===== config.mk =====
export PLATFORM = sky130hd
export DESIGN_NAME = css_clock_startup
export DESIGN_NICKNAME = d
export VERILOG_FILES = /design/src/rtl/css_pkg.sv /design/src/rtl/css_clock_startup.sv
export SDC_FILE = /design/constraint.sdc
export NUM_CORES = 1
export LEC_CHECK = 0
export BUFFER_PORTS_ARGS = -buffer_cell sky130_fd_sc_hd__buf_2
export CAP_MARGIN = 10
export CORE_MARGIN = 5
export CORE_UTILIZATION = 46
export DETAILED_ROUTE_END_ITERATION = 6
export PLACE_DENSITY = 0.74
export SLEW_MARGIN = 20
export SYNTH_ARGS = -nofsm -noshare
export SYNTH_HDL_FRONTEND = slang
export SYNTH_SLANG_ARGS = --single-unit

===== constraint.sdc =====
create_clock -name pclk -period 2.17 [get_ports pclk]
set_input_delay 0.1085 -clock pclk [delete_from_list [all_inputs] [get_ports pclk]]
set_output_delay 0.1085 -clock pclk [all_outputs]
set_load 0.01 [all_outputs]

===== src/rtl/css_pkg.sv =====
package css_pkg;

  // Register byte offsets on the APB slave
  localparam logic [11:0] CSS_TRIM_OFFSET = 12'h000;
  localparam logic [11:0] CSS_STATUS_OFFSET = 12'h004;
  localparam logic [11:0] CSS_CONTROL_OFFSET = 12'h008;

  // Reset values
  localparam logic [7:0] CSS_TRIM_RESET = 8'h00;
  localparam logic [3:0] CSS_DIV_BY_ONE = 4'h0;
  localparam logic [3:0] CSS_DIV_BY_EIGHT = 4'h4;

  // Control register field
  localparam int CSS_CTRL_SLEEP_BIT = 0;

  // Status register field positions
  localparam int CSS_ST_RUN_BIT = 0;
  localparam int CSS_ST_TIMEOUT_BIT = 1;
  localparam int CSS_ST_OSCWAIT_BIT = 2;
  localparam int CSS_ST_CAPS_BIT = 3;
  localparam int CSS_ST_DIV_LSB = 4;
  localparam int CSS_ST_SEL_LSB = 8;
  localparam int CSS_ST_SUT_LSB = 12;
  localparam int CSS_ST_DIV8_BIT = 14;

  // Clock source select codes, as read from the fuses
  localparam logic [3:0] CSS_SEL_RC = 4'h2;
  localparam logic [3:0] CSS_SEL_EXTERNAL = 4'h0;
  localparam logic [1:0] CSS_SEL_LOWFREQ_TOP = 2'b01;

  // Start-up time fuse codes
  localparam logic [1:0] CSS_SUT_NONE = 2'b00;
  localparam logic [1:0] CSS_SUT_SHORT = 2'b01;
  localparam logic [1:0] CSS_SUT_LONG = 2'b10;

  // Reset time-outs, nominal times in microseconds
  localparam int CSS_TIMEOUT_SHORT_US = 4100;
  localparam int CSS_TIMEOUT_LONG_US = 65000;
  // Same time-outs as watchdog oscillator cycles
  localparam int CSS_TIMEOUT_SHORT_CYCLES = 4096;
  localparam int CSS_TIMEOUT_LONG_CYCLES = 65536;

  // Wake-up waits in cycles of the selected oscillator
  localparam int CSS_WAKE_FAST_CYCLES = 1024;
  localparam int CSS_WAKE_SLOW_CYCLES = 32768;
  localparam int CSS_WAKE_RC_CYCLES = 6;

  // Fuse bits as read: 1 unprogrammed, 0 programmed
  typedef struct packed {
    logic [3:0] clock_source_select_fuses;
    logic [1:0] startup_time_fuses;
    logic divide_by_eight_fuse;
  } css_fuse_type;

endpackage


===== src/rtl/css_clock_startup.sv =====
// The implementer's own choices: the register addresses and the APB register port.
`timescale 1ns/10ps
// Functional notes
// RULE_01: Select codes 0100-0111 choose watch crystal
// RULE_02: Codes 0110/0111 enable on-chip load capacitors
// RULE_03: Crystal reset delay: none, 4.1ms, 65ms
// RULE_04: Crystal wake: 1K or 32K cycles
// RULE_05: Code 0010 selects internal 8 MHz RC
// RULE_06: Divide-by-eight fuse divides clock from start-up
// RULE_07: Reset copies factory calibration into trim
// RULE_08: Reset time-out counts watchdog oscillator cycles
// RULE_09: RC wake 6 cycles; delay per start-up fuses
// RULE_10: Trim zero slowest, rising to 0x7F fastest
// RULE_11: Software writes trim only 0x00 to 0x7F; code stores any pwdata[7:0] value, 0x80 to 0xFF included
// RULE_12: Keep trim under 10% high during writes
// RULE_13: Code 0000 selects external clock input
// RULE_14: Fuse bit 1 unprogrammed, 0 programmed
// RULE_15: Divider field resets 0100 or 0000
// RULE_16: Clocks gated until time-out and start-up expire
module css_clock_startup #(
  parameter int TIMEOUT_SHORT_CYCLES = css_pkg::CSS_TIMEOUT_SHORT_CYCLES,
  parameter int TIMEOUT_LONG_CYCLES = css_pkg::CSS_TIMEOUT_LONG_CYCLES,
  parameter int WAKE_FAST_CYCLES = css_pkg::CSS_WAKE_FAST_CYCLES,
  parameter int WAKE_SLOW_CYCLES = css_pkg::CSS_WAKE_SLOW_CYCLES,
  parameter int WAKE_RC_CYCLES = css_pkg::CSS_WAKE_RC_CYCLES
) (
  input wire logic pclk,
  input wire logic presetn,
  input wire logic psel,
  input wire logic penable,
  input wire logic pwrite,
  input wire logic [11:0] paddr,
  input wire logic [31:0] pwdata,
  output logic [31:0] prdata,
  output logic pready,
  output logic pslverr,
  input wire css_pkg::css_fuse_type fuses,
  input wire logic [7:0] factory_calibration,
  input wire logic watchdog_osc_tick,
  input wire logic osc_cycle_tick,
  input wire logic wake_event,
  output logic [7:0] rc_trim_value,
  output logic select_low_freq_crystal,
  output logic select_rc_oscillator,
  output logic select_external_clock,
  output logic load_caps_enable,
  output logic [3:0] system_divider_field,
  output logic clocks_enabled
);
  import css_pkg::*;

  typedef enum logic [2:0] {
    ST_LOAD, ST_TIMEOUT, ST_OSC_WAIT, ST_RUN, ST_SLEEP
  } css_state_type;

  css_state_type state;
  css_state_type next_state;
  css_fuse_type cfg;
  logic [7:0] trim;
  logic [16:0] timeout_count;
  logic [15:0] osc_count;
  logic [16:0] timeout_target;
  logic [15:0] osc_target;
  logic [31:0] status_word;
  logic [31:0] next_prdata;

  // APB decode
  wire setup_phase = psel & ~penable;
  wire access_phase = psel & penable;
  wire hit_trim = (paddr == CSS_TRIM_OFFSET);
  wire hit_status = (paddr == CSS_STATUS_OFFSET);
  wire hit_control = (paddr == CSS_CONTROL_OFFSET);
  wire addr_hit = hit_trim | hit_status | hit_control;
  wire write_trim = access_phase & pwrite & hit_trim;
  wire write_sleep = access_phase & pwrite & hit_control &
                     pwdata[CSS_CTRL_SLEEP_BIT];

  assign pready = 1'b1;
  assign pslverr = access_phase & ~addr_hit;

  // Source decode from the latched fuses
  wire [3:0] sel_code = cfg.clock_source_select_fuses;
  wire [1:0] sut_code = cfg.startup_time_fuses;
  wire div8_programmed = ~cfg.divide_by_eight_fuse; // see RULE_14
  wire is_low_freq = (sel_code[3:2] == CSS_SEL_LOWFREQ_TOP); // see RULE_01
  wire is_rc = (sel_code == CSS_SEL_RC); // see RULE_05
  wire is_external = (sel_code == CSS_SEL_EXTERNAL); // see RULE_13

  assign select_low_freq_crystal = is_low_freq; // see RULE_01
  assign select_rc_oscillator = is_rc; // see RULE_05
  assign select_external_clock = is_external; // see RULE_13
  assign load_caps_enable = is_low_freq & sel_code[1]; // see RULE_02
  assign rc_trim_value = trim; // see RULE_10
  assign clocks_enabled = (state == ST_RUN); // see RULE_16

  // Reset time-out in watchdog cycles; reserved code gives none
  always_comb begin
    timeout_target = '0;
    if (is_low_freq | is_rc | is_external) begin
      unique case (sut_code)
        CSS_SUT_SHORT: begin
          timeout_target = 17'(TIMEOUT_SHORT_CYCLES); // see RULE_03
        end
        CSS_SUT_LONG: timeout_target = 17'(TIMEOUT_LONG_CYCLES); // see RULE_09
        default: timeout_target = '0;
      endcase
    end
  end

  // Wake-up wait in cycles of the selected oscillator
  always_comb begin
    osc_target = '0;
    if (is_low_freq) begin
      osc_target = sel_code[0] ? 16'(WAKE_SLOW_CYCLES) :
                                 16'(WAKE_FAST_CYCLES); // see RULE_04
    end else if (is_rc | is_external) begin
      osc_target = 16'(WAKE_RC_CYCLES); // see RULE_09
    end
  end

  wire timeout_done = (timeout_target == '0) |
                      (watchdog_osc_tick &
                       (timeout_count == timeout_target - 17'd1));
  wire osc_done = (osc_target == '0) |
                  (osc_cycle_tick & (osc_count == osc_target - 16'd1));

  // Start-up sequencer
  always_comb begin
    next_state = state;
    unique case (state)
      ST_LOAD: next_state = ST_TIMEOUT;
      ST_TIMEOUT: if (timeout_done) next_state = ST_OSC_WAIT; // see RULE_08
      ST_OSC_WAIT: if (osc_done) next_state = ST_RUN; // see RULE_16
      ST_RUN: if (write_sleep) next_state = ST_SLEEP;
      ST_SLEEP: if (wake_event) next_state = ST_OSC_WAIT;
    endcase
  end

  always_ff @(posedge pclk or negedge presetn) begin
    if (!presetn) begin
      state <= ST_LOAD;
    end else begin
      state <= next_state;
    end
  end

  // Reset time-out counter, advanced only by watchdog ticks
  always_ff @(posedge pclk or negedge presetn) begin
    if (!presetn) begin
      timeout_count <= '0;
    end else if (state != ST_TIMEOUT) begin
      timeout_count <= '0;
    end else if (watchdog_osc_tick) begin
      timeout_count <= timeout_count + 17'd1; // see RULE_08
    end
  end

  // Oscillator start-up counter
  always_ff @(posedge pclk or negedge presetn) begin
    if (!presetn) begin
      osc_count <= '0;
    end else if (state != ST_OSC_WAIT) begin
      osc_count <= '0;
    end else if (osc_cycle_tick) begin
      osc_count <= osc_count + 16'd1;
    end
  end

  // Fuses and divider reset value caught right after reset release
  always_ff @(posedge pclk or negedge presetn) begin
    if (!presetn) begin
      cfg <= '1;
      system_divider_field <= CSS_DIV_BY_ONE;
    end else if (state == ST_LOAD) begin
      cfg <= fuses;
      system_divider_field <= ~fuses.divide_by_eight_fuse ?
                              CSS_DIV_BY_EIGHT : CSS_DIV_BY_ONE; // see RULE_15
    end
  end

  // Trim register: factory byte after reset, then software
  always_ff @(posedge pclk or negedge presetn) begin
    if (!presetn) begin
      trim <= CSS_TRIM_RESET;
    end else if (state == ST_LOAD) begin
      trim <= factory_calibration; // see RULE_07
    end else if (write_trim) begin
      trim <= pwdata[7:0];
    end
  end

  // Status word and read data, captured in the setup phase
  always_comb begin
    status_word = '0;
    status_word[CSS_ST_RUN_BIT] = clocks_enabled;
    status_word[CSS_ST_TIMEOUT_BIT] = (state == ST_TIMEOUT);
    status_word[CSS_ST_OSCWAIT_BIT] = (state == ST_OSC_WAIT);
    status_word[CSS_ST_CAPS_BIT] = load_caps_enable;
    status_word[CSS_ST_DIV_LSB +: 4] = system_divider_field;
    status_word[CSS_ST_SEL_LSB +: 4] = sel_code;
    status_word[CSS_ST_SUT_LSB +: 2] = sut_code;
    status_word[CSS_ST_DIV8_BIT] = div8_programmed; // see RULE_06
  end

  always_comb begin
    next_prdata = '0;
    if (hit_trim) next_prdata = {24'h00_0000, trim};
    else if (hit_status) next_prdata = status_word;
  end

  always_ff @(posedge pclk or negedge presetn) begin
    if (!presetn) begin
      prdata <= '0;
    end else if (setup_phase & ~pwrite) begin
      prdata <= next_prdata;
    end
  end
endmodule // css_clock_startup


==> summary.md <==
| Metric | Value |
|---|---|
| Top-level I/O count | 118 |
| Total wire length after detailed routing | 8230 µm |
| Number of failing hold endpoints at the final stage | 0 |
| Post-layout util | 57.1% |
| Delay-heaviest family, CP | simple AND/OR/NAND/NOR gates |
| Max-slew headroom | 50.1% |
| Number of standard-cell rows in the floorplan | 32 |
| Yosys warning total | 0 |
| Met3 Use GR | 4.60% |
| Most used routing layer | met2 |
| Footprint of the multi-input gates | 1750 µm² |
| CTS tree | done |
| Unique cell type count in the Yosys netlist | 55 |
| Max-cap violation count | 0 |
| Worst-skew pair later-pin latency | 0.34 ns |
| Via-to-Cell Ratio | 5.19 |
| Area of the placeable core | 7690 µm² |
| Sequential standard cell area | 1690 µm² |
| Number of storage elements in the synthesis netlist | 67 |
| Crit. End Element | flip-flop |
| Synthesis-to-layout area growth | 22.1% |
| P per Cell Area | 1010 nW/µm² |
| Final design area excluding fillers | 4390 µm² |
| Slew Viols, Final | 0 |
| Global-route wire length before repair | 13500 µm |
| Worst path cell trace | nor2b_2, nor4b_4, inv_2, ha_4, xor2_2, nand2_1, nor3_2, a211oi_2, o311a_1 |
| Number of remaining DRC errors | 0 |
| Post-DP HPWL | 5950 µm |
| Crit-path slowest cell | sky130_fd_sc_hd__dfstp_2 |
| Number of antenna violations at the first check in global routing | 0 |
| Worst hold-check path type | in2reg |
| Tmin final | 2.12 ns |
| Routed vias | 3057 |
| CTS H-Tree Depth | 3 |
| Total congestion overflow | 0 |
| Number of violations reported at the end of detailed-routing iteration 0 | 180 |
| Syn Std Cell Area | 3600 µm² |
| Share of layout cells above drive strength 1 | 26.7% |
| Required time reported for the critical path endpoint | 2.40 ns |
| Clock skew | 0.0108 ns |
| DIE HEIGHT | 98.4 µm |
| Final-layout fill cell count | 683 |
| Run status | completed |
| Setup repair after global routing missed its margin | true |
| Final period util | 97.6% |
| Final nets | 552 |
| Met1 global-route usage | 22.9% |
| Number of sinks driven by the clock tree | 67 |
| Die Outline Area | 9690 µm² |
| Async set or reset register ratio after synthesis | 100% |
| Count of endpoints failing setup in the final report | 0 |
| Remaining number of nets flagged by the antenna check after routing | 0 |
| Total clock buffers created by CTS | 9 |
| Number of iterations in the first detailed-routing pass | 5 |
| Largest buffer count on any clock path | 2 |
| Clock transition at the registers of the reported paths | 0.07 ns |
| Critical Setup Path Class | reg2reg |
| Placement Setup Slack | -0.00561 ns |
| Worst Setup Start Kind | flip-flop |
| Delay of the slowest cell on the worst path | 0.54 ns |
| Global Route met2 Usage | 26.5% |
| Initial standard-cell utilization of the core | 46.8% |
| Synthesized area per cell | 9.13 µm² |
| Pin count of the biggest net entering global routing | 31 |
| Total Routing Usage GR | 17.0% |
| Number of antenna diodes | 0 |
| Die outline width | 98.4 µm |
| Count leader, synth | sky130_fd_sc_hd__nand2_1 |
| Transition time at the pin with the least slew margin | 0.748 ns |
| Instance area after placement | 4010 µm² |
| Proportion of netlist area held by the largest area contributor | 41.7% |
| Top cells by instance count after synthesis | 70 x sky130_fd_sc_hd__nand2_1, 60 x sky130_fd_sc_hd__dfrtp_1, 46 x sky130_fd_sc_hd__nor2_1, 21 x sky130_fd_sc_hd__buf_4, 21 x sky130_fd_sc_hd__nand3_1 |
| Synth top area cells | sky130_fd_sc_hd__dfrtp_1 42%, sky130_fd_sc_hd__nand2_1 7.3%, sky130_fd_sc_hd__dfstp_2 5.1%, sky130_fd_sc_hd__nor2_1 4.8%, sky130_fd_sc_hd__buf_4 4.4% |
| Worst vdd rail ir drop | 0.535 mV |
| Average detailed-routed wire length per instance | 14.0 µm |
| Reported leakage power | 2.08 nW |
| Most instantiated flip-flop cell in the synthesis netlist | sky130_fd_sc_hd__dfrtp_1 |
| Upper clock frequency limit | 0.472 GHz |
| Hold slack | 0.0137 ns |
| Setup ws final | 0.0530 ns |
| Number of global-route vias before repair | 2900 |
| IO buf count | 72 |
| Cell type with the largest total area after synthesis | sky130_fd_sc_hd__dfrtp_1 |
| Clock root buffer | sky130_fd_sc_hd__clkbuf_8 |
| Number of cells produced by synthesis | 394 |
| Post-synthesis sequential area ratio | 46.9% |
| EDFF count, synth | 0 |
| Worst EP arrival | 2.34 ns |
| WP buf/inv | 1 |
| Max Fanout on Critical Path | 3 |
| Placer's final routability congestion estimate | 0.808 |
-- power by group --
part	leakage, nW	total, mW	internal (mW)	switching (mW)
sequential	0.870	1.73	1.50	0.224
combinational	1.08	1.43	0.597	0.835
clock	0.126	1.29	0.797	0.490
total	2.08	4.45	2.90	1.55
-- tightest hold or removal path, delay by kind of cell --
family,cells,cell delay [ns]
AND/OR/NAND/NOR,1,0.04
AO/OA/AOI/OAI,1,0.07
buffers and inverters,1,0.09
-- worst paths after layout --
check,from,endpoint,slack [ns],depth (start not counted)
setup / recovery,sel_code[2],state[0],0.05,9
hold / removal,factory_calibration[1],rc_trim_value[1],0.01,3
setup reg to reg,sel_code[2],state[0],0.05,9
hold reg to reg,prdata[5],prdata[5],0.47,2
max in group asynchronous,presetn,sel_code[3],1.20,3
min in group asynchronous,presetn,timeout_count[3],0.29,2
-- timing repair --
action	in CTS	in global routing
hold buffers	9	0
endpoints found under the hold margin	32	0
pin swaps	0	4
gates resized for setup	3	3
endpoints found under the setup margin	1	1
buffers inserted	0	1
-- placed cells by master, fill, tap and decap left out, drive strengths merged, types with 4 or more instances in the layout --
cell type	instances
dfstp	7
a21oi	14
dfrtp	60
and2	6
o21ai	11
xor2	14
clkbuf	10
nor4	6
nand2	70
a31oi	8
nor2	49
nor3	10
dlygate4sd3	9
conb	21
mux2i	4
and3	9
nand4	10
or3	7
xnor2	10
inv	9
buf	83
nand3	21
-- sequential cells by signal (all words and copies together) (netlist names) --
signal	count
state	3
sel_code	4
rc_trim_value	8
cfg	1
timeout_count	17
osc_count	16
system_divider_field	1
sut_code	2
prdata	15
-- routing by layer --
layer	vias to the layer above	share of wire, %	routed length (µm)
li1	1487	-	-
met1	1490	45	3710
met2	68	49	4010
met3	12	4.8	399
met4	0	1.4	115
met5	-	0	0
-- metrics by stage --
| step | instances | power, mW | setup TNS, ns |
|---|---|---|---|
| 2_1_floorplan | 413 | 2.63 | 0 |
| 3_3_place_gp | 563 | 3.05 | 0 |
| 3_5_place_dp | 563 | 3.10 | -0.00561 |
| 4_1_cts | 588 | 4.42 | 0 |
| 5_1_grt | 589 | 4.71 | -0.0481 |
| 6_report | 589 | 4.45 | 0 |
-- final cells by class --
cell class | count | share of cell area (%)
Clock buffer | 10 | 3.13
Sequential cell | 67 | 38.4
Timing Repair Buffer | 92 | 12.4
Multi-Input combinational cell | 303 | 39.8
Inverter | 9 | 0.769
Clock inverter | 6 | 2.56
Tap cell | 102 | 2.91
-- kinds of logic (layout without fill, tap and decap cells) --
family                   count (synthesis)  in the layout  share of synthesized area [%]
AND/OR/NAND/NOR                        203            203                           27.9
flip-flops                              67             67                           46.9
AO/OA/AOI/OAI                           48             48                           9.64
buffers and inverters                   43            117                           7.37
XOR/XNOR                                24             24                           5.84
multiplexers                             4              4                           1.11
adder cells (fa/ha/maj)                  3              3                           1.04
other                                    2             21                          0.209
Power figures use the tool's default switching activity.
